**src/pkg/csc_pkg.sv**
```systemverilog
// Purpose: shared constants and carriers for the charge state controller
// Assumes: 10 MHz hclk, AHB-Lite register access, 32-bit data
// Notes: comparator decisions arrive as one packed struct
package csc_pkg;
	localparam int unsigned CLK_HZ = 10_000_000;
	localparam int unsigned TICK_MS = 1;
	localparam int unsigned TICK_CYCLES = CLK_HZ / 1000 * TICK_MS;
	localparam int unsigned SAFETY_MIN_DEFAULT = 180;
	localparam int unsigned MS_PER_MIN = 60_000;

	localparam logic [7:0] ADDR_CTRL = 8'h00;
	localparam logic [7:0] ADDR_CURR = 8'h04;
	localparam logic [7:0] ADDR_VREG = 8'h08;
	localparam logic [7:0] ADDR_STAT = 8'h0c;
	localparam logic [7:0] ADDR_TIMER = 8'h10;

	localparam int CTRL_INHIBIT = 0;
	localparam int CTRL_TERM_EN = 1;
	localparam int CTRL_DBL_EN = 2;
	localparam int CTRL_DROOP_LO = 3;
	localparam int CTRL_DROOP_HI = 4;
	localparam int CTRL_HEADROOM = 5;
	localparam int CTRL_MODE_LSB = 6;
	localparam int CTRL_TRACK = 8;
	localparam logic [31:0] CTRL_RESET = 32'h0000_0002;

	localparam logic [7:0] FAST_CHARGE_CURRENT_RESET = 8'h20;
	localparam logic [7:0] IPRE_RESET = 8'h04;
	localparam logic [9:0] VREG_RESET = 10'h1a4;
	localparam logic [9:0] VREG_MAX = 10'h1d1;
	localparam logic [9:0] SAFETY_RESET = 10'h0b4;

	typedef enum logic [1:0] {
		CSC_RAIL_NORMAL,
		CSC_RAIL_BATT,
		CSC_RAIL_FLOAT,
		CSC_RAIL_PULLED
	} csc_rail_t;

	typedef enum logic [2:0] {
		CSC_IDLE,
		CSC_TRICKLE,
		CSC_PRECHARGE,
		CSC_FAST,
		CSC_DONE,
		CSC_FAULT
	} csc_phase_t;

	typedef struct packed {
		logic in_above_uvlo;
		logic in_above_sleep;
		logic in_below_ovp;
		logic ts_in_window;
		logic bat_above_short;
		logic bat_above_lowv;
		logic bat_below_rch;
		logic bat_above_lockout;
		logic at_term_current;
		logic cv_active;
		logic droop_active;
		logic share_active;
		logic thermal_active;
		logic sys_below_enter;
		logic sys_within_exit;
	} csc_cmp_t;

	typedef struct packed {
		logic       battery_switch;
		logic       charging;
		logic [1:0] current_sel;
		logic [7:0] current_code;
		logic [9:0] vreg_code;
		logic       input_switch;
		logic       sys_from_batt;
		logic       sys_pulldown;
		logic       supplement;
		logic       share_headroom_low;
	} csc_drive_t;
endpackage

```
**src/hw/csc_top.sv**
```systemverilog
// Purpose: charge phase sequencing, rail mode control and AHB-Lite registers
// Assumes: analog loops and comparators live outside; hclk 10 MHz
// Notes: outputs steer analog switches and current/voltage references
//
// The AHB-Lite interface to the registers and the register addresses were decided locally.
`timescale 1ns/10ps

// How it works
// - charging starts only with valid input; inhibit bit and ts pin then decide
// - inhibit set, ts in window, input valid: battery switch off except in supplement or mode 01
// - supplement of the rail ignores the inhibit bit
// - input gone, battery above lockout: rail moves to battery seamlessly
// - below short threshold: trickle at short-battery current
// - trickle and precharge share one quarter-size safety budget
// - precharge current between thresholds, fast current above low threshold
// - termination disabled: precharge current is a fifth of fast current
// - current tapers to termination in cv: charge done flag set
// - regulation voltage code clamped at 4.65 V
// - after termination battery switch off, rail fed from valid input
// - termination only under cv, never with droop, sharing or thermal loops
// - after done, battery at recharge threshold restarts cycle and timers
// - two select bits choose droop threshold, one code disables it
// - droop active sets status flag and blocks termination
// - doubling bit slows safety timer while droop is active
// - rail below share threshold cuts current; sharing blocks termination
// - headroom disable allows low headroom except in tracking mode
// - supplement enters at first margin, leaves at second, blocks termination
// - supplement only with battery above lockout
// - modes 00 and 01 supply rail; pulldown off in both
// - mode 10 floats rail, mode 11 pulls it down
// - input removal and return reverts rail mode to 00
// - battery-only mode during charging stops charging
module csc_top
	import csc_pkg::*;
#(
	parameter int unsigned MS_PER_MINUTE = MS_PER_MIN
) (
	input  wire logic              hclk,
	input  wire logic              hresetn,
	input  wire logic              hsel,
	input  wire logic [7:0]        haddr,
	input  wire logic [1:0]        htrans,
	input  wire logic              hwrite,
	input  wire logic [2:0]        hsize,
	input  wire logic [31:0]       hwdata,
	input  wire logic              hready,
	output logic                   hreadyout,
	output logic                   hresp,
	output logic [31:0]            hrdata,
	input  csc_pkg::csc_cmp_t      cmp_in,
	input  wire logic              thermistor_button_pin,
	output csc_pkg::csc_drive_t    drive,
	output logic                   input_droop_active_flag,
	output logic [1:0]             input_droop_select
);
	import csc_pkg::*;

	csc_cmp_t   cmp;
	csc_phase_t phase;
	csc_phase_t next_phase;
	logic [31:0] ctrl;
	logic [7:0]  fast_charge_current;
	logic [7:0]  precharge_current;
	logic [9:0]  battery_regulation_voltage;
	logic [9:0]  safety_minutes;
	logic        charge_done_flag;
	logic        timer_fault_flag;
	logic        supplement;
	logic        in_valid;
	logic        in_valid_q;
	logic        ts_pin_q;
	logic        wr_pend;
	logic [7:0]  wr_addr;
	logic        expired;
	logic        restart;
	logic        can_charge;
	logic        term_ok;
	logic        mode_write;
	logic [16:0] pre_from_fast;
	csc_rail_t   rail_mode_field;

	// the millisecond counter is 18 bits wide; a divider of one would roll it over on every count
	initial begin
		if (MS_PER_MINUTE < 2 || MS_PER_MINUTE > 262_143)
			$error("csc_top: MS_PER_MINUTE out of range");
	end

	csc_sync u_sync (
		.hclk    (hclk),
		.hresetn (hresetn),
		.d       (cmp_in),
		.q       (cmp)
	);

	always_ff @(posedge hclk or negedge hresetn) begin
		if (!hresetn)
			ts_pin_q <= 1'b0;
		else
			ts_pin_q <= thermistor_button_pin;
	end

	assign in_valid = cmp.in_above_uvlo && cmp.in_above_sleep && cmp.in_below_ovp;

	// ---- AHB-Lite slave: zero wait states, always OKAY
	assign hreadyout = 1'b1;
	assign hresp     = 1'b0;

	always_ff @(posedge hclk or negedge hresetn) begin
		if (!hresetn) begin
			wr_pend <= 1'b0;
			wr_addr <= '0;
		end else if (hready) begin
			wr_pend <= hsel && htrans[1] && hwrite && hsize == 3'b010;
			wr_addr <= haddr;
		end
	end

	assign mode_write = wr_pend && wr_addr == ADDR_CTRL;

	always_ff @(posedge hclk or negedge hresetn) begin
		if (!hresetn) begin
			ctrl <= CTRL_RESET;
		end else begin
			if (mode_write)
				ctrl <= {23'h000000, hwdata[8:0]};
			// adapter dropped: rail mode returns to normal
			if (in_valid_q && !in_valid)
				ctrl[CTRL_MODE_LSB +: 2] <= 2'b00;
			// battery-only asked without a usable battery is refused
			else if (ctrl[CTRL_MODE_LSB +: 2] == 2'b01 && !cmp.bat_above_lockout)
				ctrl[CTRL_MODE_LSB +: 2] <= 2'b00;
		end
	end

	always_ff @(posedge hclk or negedge hresetn) begin
		if (!hresetn) begin
			fast_charge_current        <= FAST_CHARGE_CURRENT_RESET;
			precharge_current          <= IPRE_RESET;
			battery_regulation_voltage <= VREG_RESET;
			safety_minutes             <= SAFETY_RESET;
		end else if (wr_pend) begin
			unique case (wr_addr)
				ADDR_CURR: begin
					fast_charge_current <= hwdata[7:0];
					precharge_current   <= hwdata[15:8];
				end
				ADDR_VREG:  battery_regulation_voltage <= hwdata[9:0];
				ADDR_TIMER: safety_minutes <= hwdata[9:0];
				default: ;
			endcase
		end
	end

	always_ff @(posedge hclk or negedge hresetn) begin
		if (!hresetn)
			in_valid_q <= 1'b0;
		else
			in_valid_q <= in_valid;
	end

	always_ff @(posedge hclk or negedge hresetn) begin
		if (!hresetn) begin
			hrdata <= '0;
		end else if (hready && hsel && htrans[1] && !hwrite) begin
			unique case (haddr)
				ADDR_CTRL:  hrdata <= ctrl;
				ADDR_CURR:  hrdata <= {16'h0000, precharge_current, fast_charge_current};
				ADDR_VREG:  hrdata <= {22'h000000, battery_regulation_voltage};
				ADDR_STAT:  hrdata <= {23'h000000, supplement, cmp.share_active,
					input_droop_active_flag, timer_fault_flag, charge_done_flag,
					1'b0, phase};
				ADDR_TIMER: hrdata <= {22'h000000, safety_minutes};
				default:    hrdata <= '0;
			endcase
		end
	end

	assign rail_mode_field = csc_rail_t'(ctrl[CTRL_MODE_LSB +: 2]);

	// droop select: code 00 disables the droop loop outside
	assign input_droop_select = {ctrl[CTRL_DROOP_HI], ctrl[CTRL_DROOP_LO]};
	assign input_droop_active_flag = cmp.droop_active &&
		(input_droop_select != 2'b00);

	// ---- charge phase machine
	assign can_charge = in_valid && !ctrl[CTRL_INHIBIT] && ts_pin_q && cmp.ts_in_window
		&& rail_mode_field == CSC_RAIL_NORMAL;

	assign term_ok = ctrl[CTRL_TERM_EN] && cmp.cv_active && cmp.at_term_current
		&& !input_droop_active_flag && !cmp.share_active && !cmp.thermal_active
		&& !supplement;

	always_comb begin
		next_phase = phase;
		unique case (phase)
			CSC_IDLE:
				if (can_charge)
					next_phase = !cmp.bat_above_short ? CSC_TRICKLE :
						!cmp.bat_above_lowv ? CSC_PRECHARGE : CSC_FAST;
			CSC_TRICKLE, CSC_PRECHARGE:
				if (!can_charge)
					next_phase = CSC_IDLE;
				else if (expired)
					next_phase = CSC_FAULT;
				else if (cmp.bat_above_lowv)
					next_phase = CSC_FAST;
				else
					next_phase = cmp.bat_above_short ? CSC_PRECHARGE : CSC_TRICKLE;
			CSC_FAST:
				if (!can_charge)
					next_phase = CSC_IDLE;
				else if (term_ok)
					next_phase = CSC_DONE;
				else if (expired)
					next_phase = CSC_FAULT;
			CSC_DONE:
				if (!in_valid)
					next_phase = CSC_IDLE;
				else if (cmp.bat_below_rch && can_charge)
					next_phase = CSC_IDLE;
			CSC_FAULT:
				if (!in_valid)
					next_phase = CSC_IDLE;
		endcase
	end

	always_ff @(posedge hclk or negedge hresetn) begin
		if (!hresetn)
			phase <= CSC_IDLE;
		else
			phase <= next_phase;
	end

	// a fresh cycle from idle restarts the safety budget
	assign restart = phase == CSC_IDLE || (phase == CSC_DONE && cmp.bat_below_rch);

	csc_timer #(
		.MS_PER_MINUTE (MS_PER_MINUTE)
	) u_timer (
		.hclk       (hclk),
		.hresetn    (hresetn),
		.restart    (restart),
		.counting   (phase inside {CSC_TRICKLE, CSC_PRECHARGE, CSC_FAST}),
		.pre_phase  (phase inside {CSC_TRICKLE, CSC_PRECHARGE}),
		.slow       (ctrl[CTRL_DBL_EN] && input_droop_active_flag),
		.budget_min (safety_minutes),
		.expired    (expired)
	);

	always_ff @(posedge hclk or negedge hresetn) begin
		if (!hresetn) begin
			charge_done_flag <= 1'b0;
			timer_fault_flag <= 1'b0;
		end else begin
			if (phase == CSC_FAST && next_phase == CSC_DONE)
				charge_done_flag <= 1'b1;
			else if (restart && phase != CSC_IDLE)
				charge_done_flag <= 1'b0;
			if (next_phase == CSC_FAULT)
				timer_fault_flag <= 1'b1;
			else if (phase == CSC_IDLE)
				timer_fault_flag <= 1'b0;
		end
	end

	// supplement with hysteresis, independent of inhibit bit
	always_ff @(posedge hclk or negedge hresetn) begin
		if (!hresetn)
			supplement <= 1'b0;
		else if (!cmp.bat_above_lockout)
			supplement <= 1'b0;
		else if (cmp.sys_below_enter && rail_mode_field inside {CSC_RAIL_NORMAL})
			supplement <= 1'b1;
		else if (cmp.sys_within_exit)
			supplement <= 1'b0;
	end

	// a fifth of fast current when termination is off: x*13/64 approximates 0.2
	assign pre_from_fast = 17'(fast_charge_current) * 17'd13;

	// ---- drive outputs, all registered
	always_ff @(posedge hclk or negedge hresetn) begin
		if (!hresetn) begin
			drive <= '0;
		end else begin
			drive.charging <= phase inside {CSC_TRICKLE, CSC_PRECHARGE, CSC_FAST};
			// switch on for charge, supplement, or battery feeding the rail
			drive.battery_switch <= (phase inside {CSC_TRICKLE, CSC_PRECHARGE, CSC_FAST})
				|| supplement
				|| ((!in_valid || rail_mode_field == CSC_RAIL_BATT)
					&& cmp.bat_above_lockout
					&& rail_mode_field inside {CSC_RAIL_NORMAL, CSC_RAIL_BATT});
			drive.current_sel <= 2'(phase == CSC_TRICKLE ? 0 :
				phase == CSC_PRECHARGE ? 1 : 2);
			unique case (phase)
				CSC_PRECHARGE: drive.current_code <= ctrl[CTRL_TERM_EN] ?
					precharge_current : pre_from_fast[13:6];
				CSC_FAST:      drive.current_code <= fast_charge_current;
				default:       drive.current_code <= '0;
			endcase
			drive.vreg_code <= battery_regulation_voltage > VREG_MAX ?
				VREG_MAX : battery_regulation_voltage;
			drive.input_switch <= in_valid && rail_mode_field == CSC_RAIL_NORMAL;
			drive.sys_from_batt <= cmp.bat_above_lockout &&
				(rail_mode_field == CSC_RAIL_BATT ||
				(rail_mode_field == CSC_RAIL_NORMAL && !in_valid));
			drive.sys_pulldown <= rail_mode_field == CSC_RAIL_PULLED;
			drive.supplement <= supplement;
			drive.share_headroom_low <= ctrl[CTRL_HEADROOM] && !ctrl[CTRL_TRACK];
		end
	end
endmodule

```
**src/hw/csc_sync.sv**
```systemverilog
// Purpose: two-stage registering of the comparator decision bundle
// Assumes: inputs synchronous to hclk per system setup
// Notes: stage one is read by stage two only
`timescale 1ns/10ps
module csc_sync
	import csc_pkg::*;
(
	input  wire logic     hclk,
	input  wire logic     hresetn,
	input  csc_pkg::csc_cmp_t d,
	output csc_pkg::csc_cmp_t q
);
	csc_cmp_t stage1;

	// comparator noise settles before the phase machine looks at it
	always_ff @(posedge hclk or negedge hresetn) begin
		if (!hresetn) begin
			stage1 <= '0;
			q      <= '0;
		end else begin
			stage1 <= d;
			q      <= stage1;
		end
	end
endmodule

```
**src/hw/csc_timer.sv**
```systemverilog
// Purpose: safety budget counter for precharge and fast charge
// Assumes: each hclk cycle while counting stands for one millisecond; there is no tick input
// Notes: budget in minutes; precharge budget is a quarter of it
`timescale 1ns/10ps
module csc_timer
	import csc_pkg::*;
#(
	parameter int unsigned MS_PER_MINUTE = MS_PER_MIN
) (
	input  wire logic       hclk,
	input  wire logic       hresetn,
	input  wire logic       restart,
	input  wire logic       counting,
	input  wire logic       pre_phase,
	input  wire logic       slow,
	input  wire logic [9:0] budget_min,
	output logic            expired
);
	logic [17:0] ms_count;
	logic        half;
	logic [9:0]  minutes;
	logic [9:0]  limit;

	initial begin
		if (MS_PER_MINUTE < 2 || MS_PER_MINUTE > 262_143)
			$error("csc_timer: MS_PER_MINUTE out of range");
	end

	// trickle and precharge share one quarter budget
	assign limit = pre_phase ? {2'b00, budget_min[9:2]} : budget_min;

	always_ff @(posedge hclk or negedge hresetn) begin
		if (!hresetn) begin
			ms_count <= '0;
			half     <= 1'b0;
			minutes  <= '0;
			expired  <= 1'b0;
		end else if (restart) begin
			ms_count <= '0;
			half     <= 1'b0;
			minutes  <= '0;
			expired  <= 1'b0;
		end else if (counting && !expired) begin
			// doubling: count every other millisecond while droop holds
			half <= slow ? ~half : 1'b0;
			if (!slow || half) begin
				if (ms_count == 18'(MS_PER_MINUTE - 1)) begin
					ms_count <= '0;
					minutes  <= minutes + 10'h001;
				end else begin
					ms_count <= ms_count + 18'h00001;
				end
			end
			if (minutes >= limit)
				expired <= 1'b1;
		end
	end
endmodule

```
**config.mk**
```make
export PLATFORM = sky130hd
export DESIGN_NAME = csc_top
export DESIGN_NICKNAME = d
export VERILOG_FILES = /design/src/pkg/csc_pkg.sv /design/src/hw/csc_top.sv /design/src/hw/csc_sync.sv /design/src/hw/csc_timer.sv
export SDC_FILE = /design/constraint.sdc
export NUM_CORES = 1
export LEC_CHECK = 0
export ABC_AREA = 1
export BUFFER_PORTS_ARGS = -buffer_cell sky130_fd_sc_hd__buf_4
export CORE_MARGIN = 8
export CORE_UTILIZATION = 38
export DETAILED_ROUTE_END_ITERATION = 10
export MAX_ROUTING_LAYER = met4
export PLACE_DENSITY = 0.64
export SLEW_MARGIN = 20
export SYNTH_ARGS = -nofsm -noshare
export SYNTH_HDL_FRONTEND = slang
export SYNTH_SLANG_ARGS = --single-unit
```
**constraint.sdc**
```tcl
create_clock -name hclk -period 2.4 [get_ports hclk]
set_input_delay 0 -clock hclk [delete_from_list [all_inputs] [get_ports hclk]]
set_output_delay 0 -clock hclk [all_outputs]
set_load 0.005 [all_outputs]
```
==> results of run 1 <==
==> routing by layer <==
layer	global-route usage (%)	share of wire, %
met1	21.07	46
met2	25.94	48
met3	3.214	4.1
met4	5.513	1.9
met5	-	0
==> power groups by stage <==
stage	Combinational (mW)	Clock, mW	Sequential [mW]
floorplan	0.244	0	2.97
global placement	0.485	0	2.98
detailed placement	0.490	0	2.98
CTS	0.564	2.64	2.93
global route	0.695	2.76	2.94
finish	0.617	2.59	2.93
==> final timing paths <==
| check | start | endpoint | slack (ns) | cells past startpoint |
|---|---|---|---|---|
| worst max-delay path | fast_charge_current[2] | drive[16] | 0.01 | 10 |
| worst min-delay path | hsel | hrdata[4] | 0.07 | 5 |
| worst max register to register | fast_charge_current[2] | drive[16] | 0.01 | 10 |
| worst min register to register | u_sync.stage1[12] | u_sync.q[12] | 0.35 | 0 |
| max in group asynchronous | hresetn | precharge_current[2] | 1.53 | 3 |
| min in group asynchronous | hresetn | u_sync.stage1[2] | 0.12 | 2 |
==> critical path, cell delays in order, from the launching register on <==
cell	delay, ns
dfrtp_1	0.43
ha_4	0.26
fa_1	0.51
ha_4	0.30
nand2_2	0.05
o21ai_2	0.18
nand2_2	0.12
nand2_4	0.11
nand2_4	0.07
a21oi_2	0.12
o22ai_1	0.09
==> final cells by class <==
class | instances | area (um2) | share of cell area, %
sequential | 165 | 4143 | 39.73
multi-input combinational | 635 | 3457 | 33.16
timing repair buffer | 171 | 1439 | 13.80
inverter | 130 | 488.0 | 4.680
clock buffer | 18 | 429.2 | 4.116
tap | 275 | 344.1 | 3.300
clock inverter | 14 | 126.4 | 1.212
==> cell usage after synthesis (2+ instances only) <==
cell type / n / area (um2)
nand2_1: 217 / 814.5
dfrtp_1: 154 / 3854
inv_1: 125 / 469.2
o21ai_0: 95 / 475.5
nor2_1: 82 / 307.8
nand3_1: 44 / 220.2
a21oi_1: 43 / 215.2
ha_1: 30 / 375.4
buf_4: 20 / 150.1
nor3_1: 19 / 95.09
xor2_1: 17 / 148.9
nand4_1: 16 / 100.1
clkbuf_1: 11 / 41.29
dfstp_2: 11 / 289.0
o31ai_1: 9 / 67.56
buf_2: 6 / 30.03
o21ai_1: 6 / 30.03
buf_6: 4 / 45.04
fa_1: 4 / 80.08
nor2_4: 4 / 45.04
o22ai_1: 4 / 25.02
inv_2: 3 / 11.26
nor3_2: 3 / 30.03
a211oi_1: 2 / 15.01
clkinv_1: 2 / 7.510
conb_1: 2 / 7.510
nor4_1: 2 / 12.51
o21a_1: 2 / 15.01
o21bai_1: 2 / 15.01
o32ai_1: 2 / 17.52
or2_2: 2 / 12.51
==> cell families (layout without fill, tap and decap cells) <==
logic type / count (synthesis) / after routing / synth area share, %
other: 2 / 19 / 0.09246
adder cells (fa/ha/maj): 34 / 34 / 5.607
buffers and inverters: 171 / 333 / 9.288
flip-flops: 165 / 165 / 51.00
AND/OR/NAND/NOR: 392 / 392 / 20.52
AO/OA/AOI/OAI: 173 / 173 / 11.66
XOR/XNOR: 17 / 17 / 1.833
==> state kept, by name (all words and copies together) (netlist names), 3 cells and up <==
name,count
ctrl,9
u_sync.stage1,15
safety_minutes,10
hrdata,16
precharge_current,8
phase,3
u_sync.q,15
wr_addr,8
u_timer.minutes,10
drive,27
fast_charge_current,8
battery_regulation_voltage,10
u_timer.ms_count,18
==> timing repair <==
item                                    in CTS  in global routing
buffers inserted                             0                  2
hold endpoints to repair                   138                  0
endpoints found under the setup margin       5                  6
pin swaps                                    0                 23
cloned                                       0                  0
gates resized for setup                      4                 37
hold buffers                                49                  0
==> results.toml, run 1 <==
[run]
drv_cap = 0

[grt]
grt_max_degree = 63
grt_pass1_wl_um = 33740
grt_antenna_before_repair = 0
grt_overflow_total = 0
grt_pass1_vias = 6700
grt_use_total_pct = 16.50

[detailed_routing]
firstDrtPassIters = 5
wire_per_inst_um = 14.79
vias = 6697
drc_errors = 0
viasPerCell = 4.756
antenna_left = 0
routed_wl_um = 20820
drt_iter0_markers = 467

[floorplanning]
die_w_um = 162.2
num_rows = 53
die_h_um = 162.2
start_util_pct = 38.64
die-area_mm2 = 0.02631
io_pins = 130
core_mm2 = 0.02102

[hold_path]
hold_path_class = "input port to register"

[clock_network]
clockBufferDepth = 2
root_buffer = "clkbuf_16"
clk_latency_ns = 0.43
cts_sinks = 165
htree_levels = 4
cts_tree = "built"
cts_buffers = 17
path_clk_slew_ns = 0.06

[final_layout]
nets = 1220
instances_no_fill = 1408
drive_above_1_share_pct = 18.71
fin_area_mm2 = 0.01043
finalCoreUtilization_pct = 49.60
final_common_cell = "nand2_1"
n_antenna_cell = 0
fill_cells = 1943
final_cell_mix = "209 x nand2_1, 154 x dfrtp_1, 120 x inv_1"
synthToLayoutAreaGrowth_pct = 28.36

[critical_path]
critPathMaxFanout = 3
cp-start-kind = "register"
crit_type = "register to register"
worstPathArrival_ns = 2.68
critPathRequiredTime_ns = 2.69
endpoint_kind = "register"

[sta]
hold_viol = 0
finalSetupViolations = 0
setup_tns_ns = 0
hold_slack_ns = 0.07072
fmaxAchievable_ghz = 0.4189
setup_ws_ns = 0.01303
worst_slew_pin_slew_ns = 0.7554
fin_crit_sh_pct = 99.46
period_minus_slack_ns = 2.387
rsz0062_at_grt = "yes"
relSlewSlack_pct = 49.59
finalClockSkew_ns = 0.009493
maxSlewViolCount = 0

[place]
preCtsSetupSlack_ns = -0.02982
dpl_cell_area_mm2 = 0.009201
place.gp.congestion = 0.8539
dp_cells = 1326
place_hpwl_um = 15060
port_buffers = 94

[logic_synthesis]
ys_ff_latch = 165
synth_edf_count = 0
async_flop_share_pct = 100.0
syn_area_per_cell_um2 = 8.514
netlist_instances = 954
syn_area_mm2 = 0.008123
yosysWarnings = 0
synth_cell_types = 42
synth_flop_cell = "dfrtp_1"
ys_seq_area_share_pct = 51.00

[pwr]
power_frac_clock_pct = 42.2
p_leak_nw = 5.245
ir_drop_mv = 0.4738
p_per_area_mw_per_mm2 = 589.2
sequentialPowerShare_pct = 47.8
p_comb_share_pct = 10.0
switchingPower_mw = 1.540
power_mw = 6.143
intPower_mw = 4.604
p_sw_share_pct = 25.06

[run_status]
outcome = "completed"
Note: power is estimated with default switching activity, not from simulation.
==> run 2, diff against run 1 <==
--- a/config.mk
+++ b/config.mk
@@ -12,6 +12,7 @@
 export DETAILED_ROUTE_END_ITERATION = 10
 export MAX_ROUTING_LAYER = met4
 export PLACE_DENSITY = 0.64
+export SETUP_SLACK_MARGIN = 0.4
 export SLEW_MARGIN = 20
 export SYNTH_ARGS = -nofsm -noshare
 export SYNTH_HDL_FRONTEND = slang
==> results.toml, run 2 (synthesized netlist as in run 1, its figures left out) <==
[detailed_routing]
firstDrtPassIters = 5
drt_iter0_markers = 388
antenna_left = 0
drc_errors = 0
vias = 6898
wire_per_inst_um = 15.04
routed_wl_um = 21410
viasPerCell = 4.844

[pwr]
p_per_area_mw_per_mm2 = 587.9
power_mw = 6.265
p_leak_nw = 5.318
ir_drop_mv = 0.5018

[sta]
rsz0062_at_grt = "yes"
fin_crit_sh_pct = 97.28
relSlewSlack_pct = 50.69
maxSlewViolCount = 0
finalSetupViolations = 0
period_minus_slack_ns = 2.335
finalClockSkew_ns = 0.01543
hold_viol = 0
worst_slew_pin_slew_ns = 0.7388
fmaxAchievable_ghz = 0.4283

[critical_path]
r2r_end = "drive[17]"
r2r_slack_ns = 0.07
cp-start-kind = "register"
crit_type = "register to register"
critPathRequiredTime_ns = 2.77
critPathMaxFanout = 3
r2r_cells = 13
endpoint_kind = "register"
worstPathArrival_ns = 2.71
r2r-start = "fast_charge_current[2]"

[grt]
grt_max_degree = 64
grt_pass1_vias = 7008
grt_use_total_pct = 17.00
grt_pass1_wl_um = 34950
grt_overflow_total = 0
grt_antenna_before_repair = 0

[floorplanning]
die_w_um = 162.2
die_h_um = 162.2
num_rows = 53
die-area_mm2 = 0.02631
start_util_pct = 38.64
io_pins = 130
core_mm2 = 0.02102

[hold_path]
hold_path_class = "input port to register"
worstHoldStart = "hsel"
hold_end = "hrdata[3]"
hold_depth = 5

[clock_network]
root_buffer = "clkbuf_16"
cts_sinks = 165
cts_buffers = 17
path_clk_slew_ns = 0.07
cts_tree = "built"
htree_levels = 4
clockBufferDepth = 2
clk_latency_ns = 0.44

[place]
port_buffers = 94
dp_cells = 1318
place.gp.congestion = 0.8684
place_hpwl_um = 15300

[run]
drv_cap = 0

[final_layout]
synthToLayoutAreaGrowth_pct = 31.19
nets = 1236
reg.largest.list = "drive (27), u_timer.ms_count (18), hrdata (16)"
top_register = "drive"
n_antenna_cell = 0
largest_register_ffs = 27
drive_above_1_share_pct = 21.15
final_common_cell = "nand2_1"
instances_no_fill = 1424
final_cell_mix = "206 x nand2_1, 151 x dfrtp_1, 131 x buf_4"

[run_status]
outcome = "completed"
==> run 2: changes by cell type in the layout (fill, tap and decap cells not counted), moves of 3 or more <==
cell      change
buf_4        +13
nor2_1        -4
a21oi_1       -4
a21oi_2       +4
o21ai_1       +6
nand2_2       +4
dfrtp_1       -3
nor2_4        +3
buf_12        +3
clkinv_2      -5
o21ai_0       -7
nand2_1       -3
dfrtp_2       +3
==> run 2: metal layers <==
metal,global-route usage (%),wire (um),up-vias
li1,-,-,3422
met1,21.31,9938,3293
met2,27.39,10390,145
met3,3.189,651,38
met4,5.556,434,0
met5,-,0,-
==> run 2: stage by stage <==
stage	TNS, ns	area (um2)	hold WS [ns]	util [%]	worst slack (ns)
after floorplan	0	8238	-0.2956	-	0.2054
after global placement	0	9205	0.03575	43.79	0.1002
after detailed placement	0	9205	0.03277	43.79	0.04318
after CTS	0	10400	0.04568	49.47	0.1272
after global routing	-0.1183	10660	0.08526	50.69	-0.04292
final	0	10660	0.07035	50.69	0.06538
==> run 2: layout make-up <==
cell class	count	area, um2
fill	1932	10360
timing repair buffer	187	1610
sequential	165	4146
clock buffer	19	442.9
clock inverter	13	140.1
multi-input combinational	635	3485
inverter	130	488.0
tap	275	344.1
==> run 2: power breakdown <==
| part | switching (mW) | internal [mW] |
|---|---|---|
| Sequential | 0.0576 | 2.88 |
| Clock | 1.22 | 1.49 |
| Combinational | 0.324 | 0.291 |
==> run 2: worst max path at each step <==
| stage | start | slack, ns | to | cells past startpoint |
|---|---|---|---|---|
| 6_report | fast_charge_current[2] | 0.07 | drive[17] | 13 |
| 5_1_grt | fast_charge_current[2] | -0.04 | drive[17] | 13 |
| 4_1_cts | fast_charge_current[3] | 0.13 | drive[19] | 12 |
| 3_5_place_dp | fast_charge_current[1] | 0.04 | drive[17] | 12 |
| 3_3_place_gp | fast_charge_current[3] | 0.10 | drive[16] | 12 |
| 2_1_floorplan | fast_charge_current[2] | 0.21 | drive[16] | 10 |
==> run 2: timing repair <==
item                                    CTS  global route
pin swaps                                 7            17
hold buffers                             49             0
gates cloned                              0             1
resized for setup                        17            31
setup buffers                            10            14
endpoints found under the setup margin   16            22
endpoints found under the hold margin   138             0
==> run 2: worst max-delay path, cell delays in order, from the launching register on <==
cell and delay [ns]:
dfrtp_1 0.42, ha_4 0.26, fa_1 0.52, ha_4 0.29
nand2_1 0.06, o21ai_2 0.17, nand2_2 0.09, nand2_2 0.09
nand2_2 0.09, nand2_2 0.06, nand2_1 0.04, nand3_1 0.07
nand2_1 0.06, nand2_1 0.06
